## config.mk

```make
export PLATFORM = sky130hd
export DESIGN_NAME = rs_refresh_sched
export DESIGN_NICKNAME = d
export VERILOG_FILES = /design/src/rtl/rs_refresh_pkg.sv /design/src/rtl/rs_refresh_sched.sv
export VERILOG_INCLUDE_DIRS = /design/src /design/src/rtl
export SDC_FILE = /design/constraint.sdc
export NUM_CORES = 1
export LEC_CHECK = 0
export BUFFER_PORTS_ARGS = -buffer_cell sky130_fd_sc_hd__buf_2
export CAP_MARGIN = 40
export CORE_ASPECT_RATIO = 0.9
export CORE_MARGIN = 2
export CORE_UTILIZATION = 23
export CTS_CLUSTER_SIZE = 24
export DETAILED_ROUTE_END_ITERATION = 8
export MAX_ROUTING_LAYER = met4
export SLEW_MARGIN = 20
export SYNTH_ARGS = -nofsm -noshare
export SYNTH_HDL_FRONTEND = slang
export SYNTH_SLANG_ARGS = --single-unit
```

## constraint.sdc

```tcl
create_clock -name clk -period 8.6 [get_ports clk]
set_clock_uncertainty 0.05 [all_clocks]
set_input_delay 0 -clock clk [delete_from_list [all_inputs] [get_ports clk]]
set_output_delay 0 -clock clk [all_outputs]
set_load 0.1 [all_outputs]
```

## src/rtl/rs_refresh_defs.svh

```systemverilog
/*
  Constants of the refresh scheduler: timing figures, derived cycle counts,
  bank count, window sizes and postponement limits.
  Assumes a 20 MHz controller clock and one eight-bank channel.
*/
// Refresh rules of the device that the code cites as R01 to R25
// Refresh only an idle bank; controller tracks each per-bank target itself.
// Per-bank refresh waits all-bank cycle, per-bank cycle, precharge and act-act gaps.
// Device blocks the target bank during per-bank refresh; others stay usable.
// Device leaves the refreshed bank idle after a per-bank refresh.
// After per-bank refresh wait its cycle before refresh or same-bank activate.
// All-bank refresh hits every bank, needs all idle, never right after activate.
// All-bank refresh waits all-bank cycle, per-bank cycle and precharge period.
// After all-bank refresh banks idle; wait its cycle before activate or refresh.
// Issue one refresh per average interval, with bounded flexibility.
// Never more than eight postponed; gap at most nine intervals. The code only raises refresh_urgent at the limit; the credit keeps rising.
// Up to eight pulled in give credit; more give none.
// At most sixteen all-bank refreshes in any two intervals.
// Self refresh entry allowed with up to eight postponed, total stays eight.
// Postponed and pulled-in counts stay frozen during self refresh.
// Per-bank: eight times eight postponed or pulled in, 128 per window.
// Rate code selects interval multiplier; per-bank rate is one eighth.
// Four-times rate: 2/3/4; two-times: 4/5/8; faster: 8/9/16.
// Window is larger of two scaled intervals or sixteen all-bank cycles.
// Entering two- or four-times rate zeroes the pulled-in count.
// Controller may refresh faster than reported, using that rate's limits.
// Bank counter zeroed at reset, self-refresh exit and all-bank refresh.
// No second per-bank refresh to a bank before all eight got one.
// Per-bank refresh carries its three-bit bank address.
// All-bank refresh with nonzero counter clears it; rows advance after.
// Signed credit counter, updated per interval and refresh, saturated by rate.
`ifndef RS_REFRESH_DEFS_SVH
`define RS_REFRESH_DEFS_SVH

`define RS_CLK_NS 50
`define RS_REFI_NS 3904
`define RS_RFCAB_NS 280
`define RS_RFCPB_NS 140
`define RS_RP_NS 18
`define RS_RRD_NS 10
// Average interval rounds down, least times round up
`define RS_REFI_CYC (`RS_REFI_NS / `RS_CLK_NS)
`define RS_RFCAB_CYC ((`RS_RFCAB_NS + `RS_CLK_NS - 1) / `RS_CLK_NS)
`define RS_RFCPB_CYC ((`RS_RFCPB_NS + `RS_CLK_NS - 1) / `RS_CLK_NS)
`define RS_RP_CYC ((`RS_RP_NS + `RS_CLK_NS - 1) / `RS_CLK_NS)
`define RS_RRD_CYC ((`RS_RRD_NS + `RS_CLK_NS - 1) / `RS_CLK_NS)

`define RS_NUM_BANKS 8
`define RS_PB_SHIFT 3
`define RS_WIN_RFC_MULT 16
`define RS_SLOTS 5
`define RS_LIM_X4 8'h02
`define RS_LIM_X2 8'h04
`define RS_LIM_STD 8'h08

`endif

```

## src/rtl/rs_refresh_pkg.sv

```systemverilog
/*
  Types of the refresh scheduler: refresh-rate code encodings.
  Assumes the code is read from the device by other controller logic.
*/
package rs_refresh_pkg;

  typedef enum logic [2:0] {
    RS_RATE_LOW_LIMIT = 3'b000,
    RS_RATE_X4 = 3'b001,
    RS_RATE_X2 = 3'b010,
    RS_RATE_X1 = 3'b011,
    RS_RATE_HALF = 3'b100,
    RS_RATE_QUARTER = 3'b101,
    RS_RATE_QUARTER_B = 3'b110,
    RS_RATE_HIGH_LIMIT = 3'b111
  } rs_rate_t;

endpackage : rs_refresh_pkg

```

## src/rtl/rs_refresh_sched.sv

```systemverilog
/*
  Refresh scheduler on the memory-controller side of one eight-bank channel.
  Tracks open banks from activate/precharge notices, keeps a signed refresh
  credit and issues all-bank or per-bank refresh commands into free slots.
  Assumes all inputs are synchronous to clk and that the command bus logic
  puts a refresh on the pins in the cycle its pulse is seen.
*/
`include "rs_refresh_defs.svh"

module rs_refresh_sched #(
  parameter int REFI_CYC = `RS_REFI_CYC,
  parameter int RFCAB_CYC = `RS_RFCAB_CYC,
  parameter int RFCPB_CYC = `RS_RFCPB_CYC,
  parameter int RP_CYC = `RS_RP_CYC,
  parameter int RRD_CYC = `RS_RRD_CYC
) (
  input wire logic clk,
  input wire logic rst,
  input wire logic [2:0] refresh_rate_code,
  input wire logic per_bank_mode,
  input wire logic pull_in_allow,
  input wire logic self_refresh_active,
  input wire logic self_refresh_exit_cmd,
  input wire logic cmd_slot_free,
  input wire logic act_issued,
  input wire logic [2:0] act_bank,
  input wire logic pre_issued,
  input wire logic [2:0] pre_bank,
  input wire logic pre_all,
  output logic all_bank_refresh_cmd,
  output logic per_bank_refresh_cmd,
  output logic bank_addr_bit0,
  output logic bank_addr_bit1,
  output logic bank_addr_bit2,
  output logic refresh_urgent,
  output logic [7:0] bank_blocked,
  output logic [7:0] refresh_credit
);

  localparam int NB = `RS_NUM_BANKS;
  localparam int NS = `RS_SLOTS;
  localparam logic [3:0] RFCAB_T = 4'(RFCAB_CYC);
  localparam logic [3:0] RFCPB_T = 4'(RFCPB_CYC);
  localparam logic [3:0] RP_T = 4'(RP_CYC);
  localparam logic [3:0] RRD_T = 4'(RRD_CYC);
  localparam logic [11:0] BASE4 = 12'(REFI_CYC * 4);
  localparam logic [11:0] RFC_WIN = 12'(RFCAB_CYC * `RS_WIN_RFC_MULT);

  ////////////////////////////////////////////////////////////////////////////
  // Rate decode

  logic [2:0] rate_shift;
  logic [7:0] lim_ab;
  logic [11:0] int_ab;
  logic [11:0] tick_len;
  logic [11:0] slot_len;
  logic signed [7:0] lim_c;
  logic [7:0] ref_max_c;
  logic [2:0] rate_code_reg;
  logic enter_slow;

  // Reported rate used as is; limit tables the colder codes clamp to 4x
  always_comb begin
    unique case (rs_refresh_pkg::rs_rate_t'(refresh_rate_code))
      rs_refresh_pkg::RS_RATE_LOW_LIMIT: begin
        rate_shift = 3'h0;
        lim_ab = `RS_LIM_X4;
      end
      rs_refresh_pkg::RS_RATE_X4: begin
        rate_shift = 3'h0;
        lim_ab = `RS_LIM_X4;
      end
      rs_refresh_pkg::RS_RATE_X2: begin
        rate_shift = 3'h1;
        lim_ab = `RS_LIM_X2;
      end
      rs_refresh_pkg::RS_RATE_X1: begin
        rate_shift = 3'h2;
        lim_ab = `RS_LIM_STD;
      end
      rs_refresh_pkg::RS_RATE_HALF: begin
        rate_shift = 3'h3;
        lim_ab = `RS_LIM_STD;
      end
      rs_refresh_pkg::RS_RATE_QUARTER, rs_refresh_pkg::RS_RATE_QUARTER_B,
      rs_refresh_pkg::RS_RATE_HIGH_LIMIT: begin
        rate_shift = 3'h4;
        lim_ab = `RS_LIM_STD;
      end
    endcase
    int_ab = BASE4 >> rate_shift;
    // Per-bank refresh runs at eight times the all-bank rate
    tick_len = per_bank_mode ? (int_ab >> `RS_PB_SHIFT) : int_ab;
    lim_c = per_bank_mode ? 8'(lim_ab << `RS_PB_SHIFT) : lim_ab;
    ref_max_c = per_bank_mode ? 8'(lim_ab << (`RS_PB_SHIFT + 1)) : 8'(lim_ab << 1);
    // Window over five quarter-window slots covers every span of the real window length
    slot_len = ((int_ab << 1) > RFC_WIN ? (int_ab << 1) : RFC_WIN) >> 2;
    enter_slow = (refresh_rate_code != rate_code_reg) &&
                 (refresh_rate_code == rs_refresh_pkg::RS_RATE_X4 || refresh_rate_code == rs_refresh_pkg::RS_RATE_X2);
  end

  ////////////////////////////////////////////////////////////////////////////
  // Per-bank state: open flag, precharge and refresh-busy timers

  logic [NB-1:0] bank_open_reg;
  logic [NB-1:0] pre_busy;
  logic [NB-1:0] pb_busy;
  logic [NB-1:0] cand;
  logic [NB-1:0] blocked_next;
  logic issue_ab;
  logic issue_pb;
  logic [2:0] pick_bank;
  logic [NB-1:0] done_mask_reg;
  logic [3:0] rfcab_reg;
  logic [3:0] rfcab_next;

  genvar gb;
  generate
    for (gb = 0; gb < NB; gb++) begin : g_bank
      logic open_next;
      logic [3:0] pre_reg;
      logic [3:0] pre_next;
      logic [3:0] pbr_reg;
      logic [3:0] pbr_next;

      // Track what the controller did to this bank
      always_comb begin
        open_next = bank_open_reg[gb];
        if (act_issued && act_bank == 3'(gb)) begin
          open_next = 1'b1;
        end
        if (pre_issued && (pre_all || pre_bank == 3'(gb))) begin
          open_next = 1'b0;
        end
        pre_next = (pre_reg != 4'h0) ? pre_reg - 4'h1 : 4'h0;
        if (pre_issued && (pre_all || pre_bank == 3'(gb))) begin
          pre_next = RP_T;
        end
        pbr_next = (pbr_reg != 4'h0) ? pbr_reg - 4'h1 : 4'h0;
        if (issue_pb && pick_bank == 3'(gb)) begin
          pbr_next = RFCPB_T;
        end
        blocked_next[gb] = (pbr_next != 4'h0) || (rfcab_next != 4'h0);
      end

      always_ff @(posedge clk) begin
        if (rst) begin
          bank_open_reg[gb] <= 1'b0;
          pre_reg <= 4'h0;
          pbr_reg <= 4'h0;
        end else begin
          bank_open_reg[gb] <= open_next;
          pre_reg <= pre_next;
          pbr_reg <= pbr_next;
        end
      end

      assign pre_busy[gb] = (pre_reg != 4'h0);
      assign pb_busy[gb] = (pbr_reg != 4'h0);
      // Idle, precharged, not busy, not yet done this round
      assign cand[gb] = !bank_open_reg[gb] && !pre_busy[gb] && !pb_busy[gb] && !done_mask_reg[gb];
    end
  endgenerate

  ////////////////////////////////////////////////////////////////////////////
  // Refresh-rate window: slot counters form a sliding issue count

  logic [7:0] slot_cnt [NS];
  logic [7:0] slot_cnt_next [NS];
  logic [11:0] slot_tmr_reg;
  logic [11:0] slot_tmr_next;
  logic [7:0] window_sum;

  // Slot 0 is the current slot; expiring shifts the history along
  always_comb begin
    slot_tmr_next = slot_tmr_reg + 12'h001;
    window_sum = 8'h00;
    for (int k = 0; k < NS; k++) begin
      window_sum = window_sum + slot_cnt[k];
    end
    for (int k = 0; k < NS; k++) begin
      slot_cnt_next[k] = slot_cnt[k];
    end
    slot_cnt_next[0] = slot_cnt[0] + 8'((issue_ab || issue_pb) ? 1 : 0);
    if (slot_tmr_reg + 12'h001 >= slot_len) begin
      slot_tmr_next = 12'h000;
      for (int k = 1; k < NS; k++) begin
        slot_cnt_next[k] = slot_cnt[k-1];
      end
      slot_cnt_next[1] = slot_cnt_next[0];
      slot_cnt_next[0] = 8'h00;
    end
  end

  always_ff @(posedge clk) begin
    if (rst) begin
      slot_tmr_reg <= 12'h000;
      for (int k = 0; k < NS; k++) begin
        slot_cnt[k] <= 8'h00;
      end
    end else begin
      slot_tmr_reg <= slot_tmr_next;
      for (int k = 0; k < NS; k++) begin
        slot_cnt[k] <= slot_cnt_next[k];
      end
    end
  end

  ////////////////////////////////////////////////////////////////////////////
  // Scheduler: interval tick, credit, global timers, issue choice

  logic [11:0] tick_reg;
  logic [11:0] tick_next;
  logic tick;
  logic signed [7:0] credit_reg;
  logic signed [7:0] credit_next;
  logic [3:0] rfcpb_reg;
  logic [3:0] rfcpb_next;
  logic [3:0] rrd_reg;
  logic [3:0] rrd_next;
  logic [2:0] pb_count_reg;
  logic [2:0] pb_count_next;
  logic [NB-1:0] done_mask_next;
  logic can_issue;
  logic want;

  always_comb begin
    // Interval clock stands still in self refresh, so the credit freezes
    tick = 1'b0;
    tick_next = tick_reg;
    if (!self_refresh_active) begin
      tick_next = tick_reg + 12'h001;
      if (tick_reg + 12'h001 >= tick_len) begin
        tick = 1'b1;
        tick_next = 12'h000;
      end
    end
    pick_bank = 3'h0;
    for (int k = NB - 1; k >= 0; k--) begin
      if (cand[k]) begin
        pick_bank = 3'(k);
      end
    end
    // A free slot with no other bank command beside it
    can_issue = cmd_slot_free && !act_issued && !pre_issued && !self_refresh_active && !self_refresh_exit_cmd &&
                (rfcab_reg == 4'h0) && (rfcpb_reg == 4'h0) && (window_sum < ref_max_c);
    // Owed refreshes go first; pull-ins only while they still earn credit
    want = (credit_reg > 8'sh00) || (pull_in_allow && credit_reg > -lim_c);
    issue_ab = can_issue && want && !per_bank_mode && (bank_open_reg == '0) && (pre_busy == '0);
    issue_pb = can_issue && want && per_bank_mode && (rrd_reg == 4'h0) && (cand != '0);
    credit_next = credit_reg + 8'(tick ? 1 : 0) - 8'((issue_ab || issue_pb) ? 1 : 0);
    if (credit_next < -lim_c) begin
      credit_next = -lim_c;
    end
    if (enter_slow && credit_next < 8'sh00) begin
      credit_next = 8'sh00;
    end
    rfcab_next = issue_ab ? RFCAB_T : ((rfcab_reg != 4'h0) ? rfcab_reg - 4'h1 : 4'h0);
    rfcpb_next = issue_pb ? RFCPB_T : ((rfcpb_reg != 4'h0) ? rfcpb_reg - 4'h1 : 4'h0);
    rrd_next = act_issued ? RRD_T : ((rrd_reg != 4'h0) ? rrd_reg - 4'h1 : 4'h0);
    pb_count_next = pb_count_reg;
    done_mask_next = done_mask_reg;
    if (issue_pb) begin
      pb_count_next = pb_count_reg + 3'h1;
      done_mask_next = done_mask_reg | (8'h01 << pick_bank);
      if ((done_mask_reg | (8'h01 << pick_bank)) == 8'hff) begin
        done_mask_next = 8'h00;
      end
    end
    if (issue_ab || self_refresh_exit_cmd) begin
      pb_count_next = 3'h0;
      done_mask_next = 8'h00;
    end
  end

  always_ff @(posedge clk) begin
    if (rst) begin
      tick_reg <= 12'h000;
      credit_reg <= 8'sh00;
      rfcab_reg <= 4'h0;
      rfcpb_reg <= 4'h0;
      rrd_reg <= 4'h0;
      pb_count_reg <= 3'h0;
      done_mask_reg <= 8'h00;
      rate_code_reg <= 3'h0;
      all_bank_refresh_cmd <= 1'b0;
      per_bank_refresh_cmd <= 1'b0;
      bank_addr_bit0 <= 1'b0;
      bank_addr_bit1 <= 1'b0;
      bank_addr_bit2 <= 1'b0;
      refresh_urgent <= 1'b0;
      bank_blocked <= 8'h00;
      refresh_credit <= 8'h00;
    end else begin
      tick_reg <= tick_next;
      credit_reg <= credit_next;
      rfcab_reg <= rfcab_next;
      rfcpb_reg <= rfcpb_next;
      rrd_reg <= rrd_next;
      pb_count_reg <= pb_count_next;
      done_mask_reg <= done_mask_next;
      rate_code_reg <= refresh_rate_code;
      all_bank_refresh_cmd <= issue_ab;
      per_bank_refresh_cmd <= issue_pb;
      bank_addr_bit0 <= pick_bank[0];
      bank_addr_bit1 <= pick_bank[1];
      bank_addr_bit2 <= pick_bank[2];
      // Postponement at its limit: also bars self-refresh entry growth
      refresh_urgent <= (credit_next >= lim_c);
      bank_blocked <= blocked_next;
      refresh_credit <= credit_next;
    end
  end

  ////////////////////////////////////////////////////////////////////////////
  // Checks

  a_pb_target_idle: assert property (@(posedge clk) disable iff (rst)
    per_bank_refresh_cmd |-> (($past(bank_open_reg) >> {bank_addr_bit2, bank_addr_bit1, bank_addr_bit0}) & 8'h01) == 8'h00)
    else $error("per-bank refresh to an open bank");
  a_ab_spacing: assert property (@(posedge clk) disable iff (rst)
    all_bank_refresh_cmd |=> !(all_bank_refresh_cmd || per_bank_refresh_cmd) [*5])
    else $error("refresh inside all-bank cycle time");
  a_pb_spacing: assert property (@(posedge clk) disable iff (rst)
    per_bank_refresh_cmd |=> !(all_bank_refresh_cmd || per_bank_refresh_cmd) [*2])
    else $error("refresh inside per-bank cycle time");
  a_act_no_ab: assert property (@(posedge clk) disable iff (rst)
    act_issued |=> !all_bank_refresh_cmd)
    else $error("all-bank refresh right after activate");
  a_credit_floor: assert property (@(posedge clk) disable iff (rst)
    credit_reg >= -lim_c || $past(refresh_rate_code) != refresh_rate_code)
    else $error("pull-in credit past its limit");
  a_window_cap: assert property (@(posedge clk) disable iff (rst)
    (all_bank_refresh_cmd || per_bank_refresh_cmd) |-> $past(window_sum) < $past(ref_max_c))
    else $error("too many refreshes in window");
  a_sr_freeze: assert property (@(posedge clk) disable iff (rst)
    self_refresh_active && $past(self_refresh_active) && !$past(enter_slow) |-> $stable(credit_reg))
    else $error("credit moved in self refresh");
  a_slow_drop: assert property (@(posedge clk) disable iff (rst)
    enter_slow |=> credit_reg >= 8'sh00)
    else $error("pulled-in count kept across slower rate");
  a_ab_sync: assert property (@(posedge clk) disable iff (rst)
    all_bank_refresh_cmd |-> pb_count_reg == 3'h0 && done_mask_reg == 8'h00)
    else $error("bank counter not cleared by all-bank refresh");
  a_round_unique: assert property (@(posedge clk) disable iff (rst)
    per_bank_refresh_cmd |-> (($past(done_mask_reg) >> {bank_addr_bit2, bank_addr_bit1, bank_addr_bit0}) & 8'h01) == 8'h00)
    else $error("bank refreshed twice in one round");

endmodule : rs_refresh_sched

```

==> results_dict.tcl, run 1 <==
set metrics [dict create \
    dpl_cell_area_um2 11200 \
    swShare_pct 39.7 \
    root_buffer "clkbuf_16" \
    drive_above_1_share_pct 15.9 \
    timing.rr.end "refresh_urgent" \
    fin_util_pct 28.3 \
    first_pass_iters 5 \
    synth_cell_type_count 83 \
    ys_ff_latch 181 \
    synth-simple-area-share_pct 21.9 \
    crit_path_start_kind "register" \
    largest_reg_flops 40 \
    wl_met3_um 967 \
    antenna_found_initial 2 \
    yosys_warnings 0 \
    rr_worst_depth 49 \
    clock-sinks 181 \
    clk_latency_ns 0.46 \
    clock.fmax_mhz 111 \
    htree_levels 4 \
    remaining_drc_errors 0 \
    violations "setup timing" \
    slew_headroom_pct 37.8 \
    muxShareOfSynthArea_pct 3.33 \
    num_vias 8192 \
    yosys.area_share.adder_pct 13.8 \
    core_area_um2 42900 \
    cts_tree "built" \
    ir_drop_v 0.000154 \
    synth-compound-area-share_pct 14.1 \
    hold_violations 0 \
    setup_violations 1 \
    first_global_vias 7929 \
    critPathRequiredTime_ns 8.88 \
    whs_endpoint "tick_reg[11]" \
    path_class "register to register" \
    gr-total-overflow 0 \
    fin_crit_ns 9.05 \
    place.detailed.hpwl_um 17700 \
    power.density_nw_per_um2 295 \
    grt_setup_unrepaired "yes" \
    grt_first_pass_wirelength_um 39500 \
    maxSlewViolCount 0 \
    start_util_pct 23.2 \
    met1_length_um 11900 \
    register_area_um2 3630 \
    synth_edf_count 0 \
    die_height_um 201 \
    grt_max_degree 70 \
    intPower_uw 2150 \
    min_path_cells 3 \
    nets 1370 \
    top_layer "met4" \
    worstHoldStart "self_refresh_active" \
    numCtsBuffers 17 \
    viasPerCell 4.49 \
    status "finished with violations" \
    seqPwrFrac_pct 27.8 \
    p_leak_uw 0.00519 \
    pwr-share-clk_pct 23.0 \
    endpoint_kind "register" \
    power_frac_comb_pct 49.2 \
    holdCritPathClass "input pin to register" \
    boundaryPins 41 \
    die_x_um 223 \
    drt-total-wl_um 23600 \
    synth-async-reset-ratio_pct 0 \
    multi_input_area_um2 5900 \
    synth_top_family_by_area "simple AND/OR/NAND/NOR gates" \
    critPathArrivalTime_ns 9.33 \
    avgSynthCellArea_um2 8.75 \
    rows 72 \
    grt_usage_pct 11.2 \
    drtIter0Drc 524 \
    rrSetupSlack_ns -0.45 \
    clk_pin_slew_ns 0.07 \
    synth_area_um2 9960 \
    ant_nets 0 \
    fin_area_um2 12100 \
    wl_per_cell_um 12.9 \
    worst_pin_slew_ns 0.930 \
    met2_length_um 10400 \
    r2r_start "slot_cnt[0][2]" \
    globalplace.congestion 0.873 \
    worstPathBufferInverterCount 6 \
    crit_path_top_delay_cell "fa_1" \
    slowest_delay_ns 0.53 \
    synth_xor_area_share_pct 4.92 \
    ys_seq_area_share_pct 36.4 \
    synth_ff_type "dfxtp_1" \
    finalWorstSetupSlack_ns -0.449 \
    die_area_um2 45000 \
    portBuffers 40 \
    critPathTopFamily "adder cells" \
    area_growth_pct 21.6 \
    drv_cap 0 \
    nFillCells 4551 \
    syn_inst 1139 \
    path_max_fanout 4 \
    max-clock-path-buffers 2 \
    min_period_over_period_pct 105 \
    p_sw_uw 1420 \
]
cell usage after synthesis, types with 9 or more instances:
| master | count | area [µm²] |
|---|---|---|
| nand2b_1 | 11 | 68.8 |
| fa_1 | 21 | 420 |
| nor2_1 | 157 | 589 |
| clkbuf_1 | 16 | 60.1 |
| nand4_1 | 9 | 56.3 |
| nor3_1 | 43 | 215 |
| mux2i_1 | 32 | 320 |
| or2_2 | 14 | 87.6 |
| nor2b_1 | 16 | 100 |
| buf_1 | 9 | 33.8 |
| inv_1 | 114 | 428 |
| a21o_1 | 10 | 75.1 |
| nand3_1 | 32 | 160 |
| xnor2_1 | 44 | 385 |
| a211oi_1 | 11 | 82.6 |
| nand2_1 | 52 | 195 |
| dfxtp_1 | 181 | 3620 |
| a31oi_1 | 18 | 113 |
| o21ai_0 | 28 | 140 |
| or4b_2 | 9 | 90.1 |
| a21oi_1 | 77 | 385 |
| xor2_1 | 12 | 105 |
| ha_1 | 76 | 951 |
| nor3b_1 | 12 | 90.1 |
power groups by stage:
stage	combinational (µW)	sequential, µW	clock (µW)
floorplan	1000	1120	0
global placement	1530	1010	0
finish	1760	992	821
CTS	1670	992	844
global route	1930	1000	881
detailed placement	1570	1010	0
timing repair:
item | in CTS | in global routing
endpoints found under the hold margin | 34 | 0
hold buffers | 18 | 0
buffers inserted | 5 | 2
resized for setup | 9 | 10
cloned | 0 | 0
pin swaps | 21 | 14
endpoints found under the setup margin | 1 | 8
through the flow:
step                instances  TNS, ns  power [µW]  setup slack, ns  hold WS, ns
floorplan                1144        0        2120          0.00408        0.106
global placement         1761   -0.252        2540           -0.252        0.296
detailed placement       1763   -0.585        2580           -0.585        0.303
CTS                      1818   -0.357        3500           -0.357       0.0144
global route             1823   -0.891        3810           -0.884      0.00664
finish                   1823   -0.449        3570           -0.449       0.0205
cell families after synthesis:
family / count (synthesis)
simple gates: 415
compound gates: 211
flops: 181
buf+inv: 145
fa+ha+maj: 97
xor+xnor: 56
mux: 33
other cells: 1
cell type report:
| class | count | share of cell area (%) |
|---|---|---|
| Antenna cell | 1 | 0.0207 |
| Clock inverter | 15 | 1.57 |
| Multi-Input combinational cell | 818 | 48.7 |
| Timing Repair Buffer | 121 | 7.02 |
| Sequential cell | 181 | 29.9 |
| Tap cell | 555 | 5.73 |
| Inverter | 115 | 3.56 |
| Clock buffer | 17 | 3.51 |
cell usage in the layout (no fill, tap or decap), types with 14 or more instances in the layout:
master / instances
inv_1: 113
or2_2: 14
nor2_1: 156
a31oi_1: 18
xnor2_1: 44
nand2_1: 51
dlygate4sd3_1: 18
buf_2: 40
o21ai_0: 26
nand3_1: 31
fa_1: 19
dfxtp_1: 178
buf_4: 59
nor3_1: 43
nor2b_1: 15
ha_1: 74
mux2i_1: 31
clkbuf_16: 17
a21oi_1: 73
metal layers:
| metal | track usage [%] | vias up |
|---|---|---|
| li1 | - | 4173 |
| met1 | 14.9 | 3853 |
| met2 | 16.9 | 140 |
| met3 | 2.53 | 26 |
| met4 | 3.10 | 0 |
| met5 | - | - |
tightest hold or removal path, cell delays in order:
cell	delay, ns
buf_2	0.16
nor2b_1	0.17
and2_1	0.15
worst max-delay path by stage:
stage | startpoint | end | slack [ns] | cells after the start
3_5_place_dp | slot_cnt[0][17] | refresh_urgent | -0.59 | 44
5_1_grt | slot_cnt[0][2] | refresh_urgent | -0.88 | 49
3_3_place_gp | slot_cnt[0][17] | refresh_urgent | -0.25 | 47
2_1_floorplan | slot_cnt[0][17] | refresh_urgent | 0.004 | 47
4_1_cts | slot_cnt[0][2] | refresh_urgent | -0.36 | 48
6_report | slot_cnt[0][2] | refresh_urgent | -0.45 | 49
Power figures use the tool's default switching activity.
==> run 2: changes to the inputs <==
--- a/config.mk
+++ b/config.mk
@@ -14,6 +14,7 @@
 export CTS_CLUSTER_SIZE = 24
 export DETAILED_ROUTE_END_ITERATION = 8
 export MAX_ROUTING_LAYER = met4
+export SKIP_CTS_REPAIR_TIMING = 1
 export SLEW_MARGIN = 20
 export SYNTH_ARGS = -nofsm -noshare
 export SYNTH_HDL_FRONTEND = slang
==> results_dict.tcl, run 2 (synthesized netlist as in run 1, its figures left out) <==
set metrics [dict create \
    drt-total-wl_um 23400 \
    worst_pin_slew_ns 0.912 \
    crit_path_top_delay_cell "fa_1" \
    gr-total-overflow 0 \
    die_x_um 223 \
    wl_per_cell_um 12.9 \
    root_buffer "clkbuf_16" \
    grt_max_degree 70 \
    slowest_delay_ns 0.55 \
    path_class "register to register" \
    p_leak_uw 0.00513 \
    htree_levels 4 \
    nets 1361 \
    area_growth_pct 20.7 \
    status "finished with violations" \
    drv_cap 0 \
    grt_usage_pct 11.0 \
    holdCritPathClass "input pin to register" \
    setup_violations 1 \
    hold_violations 0 \
    first_pass_iters 5 \
    ir_drop_v 0.000137 \
    fin_tns_setup_ns -0.486 \
    first_global_vias 7805 \
    place.detailed.hpwl_um 17700 \
    boundaryPins 41 \
    slew_headroom_pct 39.0 \
    critPathArrivalTime_ns 9.37 \
    mostFrequentLayoutCells "dfxtp_1 (178), nor2_1 (156), inv_1 (112)" \
    maxSlewViolCount 0 \
    portBuffers 40 \
    critPathRequiredTime_ns 8.89 \
    endpoint_kind "register" \
    rows 72 \
    min_period_over_period_pct 106 \
    finalWorstSetupSlack_ns -0.486 \
    globalplace.congestion 0.873 \
    clk_pin_slew_ns 0.07 \
    die_height_um 201 \
    start_util_pct 23.2 \
    min_path_cells 3 \
    whs_endpoint "tick_reg[11]" \
    core_area_um2 42900 \
    num_vias 8197 \
    fin_util_pct 28.0 \
    cpMostUsedCell "ha_1" \
    antenna_found_initial 2 \
    crit_path_start_kind "register" \
    grt_first_pass_wirelength_um 39000 \
    crit_start "slot_cnt[0][2]" \
    power.density_nw_per_um2 291 \
    r2r_start "slot_cnt[0][2]" \
    grt_setup_unrepaired "yes" \
    largest_reg_flops 40 \
    timing.rr.end "refresh_urgent" \
    remaining_drc_errors 0 \
    dpl_cell_area_um2 11200 \
    die_area_um2 45000 \
    ant_nets 0 \
    clk_latency_ns 0.46 \
    drtIter0Drc 558 \
    max-clock-path-buffers 2 \
    final_common_cell "dfxtp_1" \
    numCtsBuffers 17 \
    clock-sinks 181 \
    fin_crit_ns 9.09 \
    worstHoldStart "self_refresh_active" \
    drive_above_1_share_pct 15.6 \
    path_max_fanout 4 \
    power.total_uw 3490 \
    violations "setup timing" \
    viasPerCell 4.52 \
    cts_tree "built" \
    clock.fmax_mhz 110 \
    rr_worst_depth 46 \
    rrSetupSlack_ns -0.49 \
    fin_area_um2 12000 \
]
[run 2: report_power, final]
part	switching (µW)	internal, µW	total, µW
sequential	68.1	923	991
clock	379	443	821
combinational	938	742	1680
total	1380	2110	3490
[run 2: worst max-delay path, delay by kind of cell (launching register included)]
kind,cells,cell delay [ns]
AOI/OAI and AO/OA,17,2.85
xor gates and xnor gates,2,0.36
adders and majority gates,9,3.24
buffers and inverters,6,0.39
DFF,1,0.33
muxes,1,0.25
and+or+nand+nor,11,1.52
[run 2: area by class of cell]
| type | instances | area, µm² |
|---|---|---|
| Fill cell | 4558 | 30900 |
| Multi-Input combinational cell | 818 | 5880 |
| Sequential cell | 181 | 3630 |
| Timing Repair Buffer | 112 | 769 |
| Tap cell | 555 | 694 |
| Inverter | 115 | 432 |
| Clock buffer | 17 | 425 |
| Clock inverter | 15 | 190 |
| Antenna cell | 1 | 2.50 |
[run 2: per-stage QoR]
| step | setup WS (ns) | hold WS [ns] | std cells |
|---|---|---|---|
| 2_1_floorplan | 0.00408 | 0.106 | 1144 |
| 3_3_place_gp | -0.252 | 0.296 | 1761 |
| 3_5_place_dp | -0.585 | 0.303 | 1763 |
| 4_1_cts | -0.605 | -0.180 | 1795 |
| 5_1_grt | -0.977 | 0.00664 | 1814 |
| 6_report | -0.486 | 0.0176 | 1814 |
[run 2: metal layers]
layer	wire length [µm]	global-route usage [%]	up-vias
met4	313	3.02	0
met5	0	-	-
met2	10300	16.6	171
met1	11700	14.8	3852
met3	1170	2.58	24
li1	-	-	4150
[run 2: worst max path at each step]
| stage | end | slack (ns) | depth (start not counted) |
|---|---|---|---|
| 4_1_cts | refresh_urgent | -0.60 | 44 |
| 3_3_place_gp | refresh_urgent | -0.25 | 47 |
| 2_1_floorplan | refresh_urgent | 0.004 | 47 |
| 5_1_grt | refresh_urgent | -0.98 | 49 |
| 3_5_place_dp | refresh_urgent | -0.59 | 44 |
| 6_report | refresh_urgent | -0.49 | 46 |
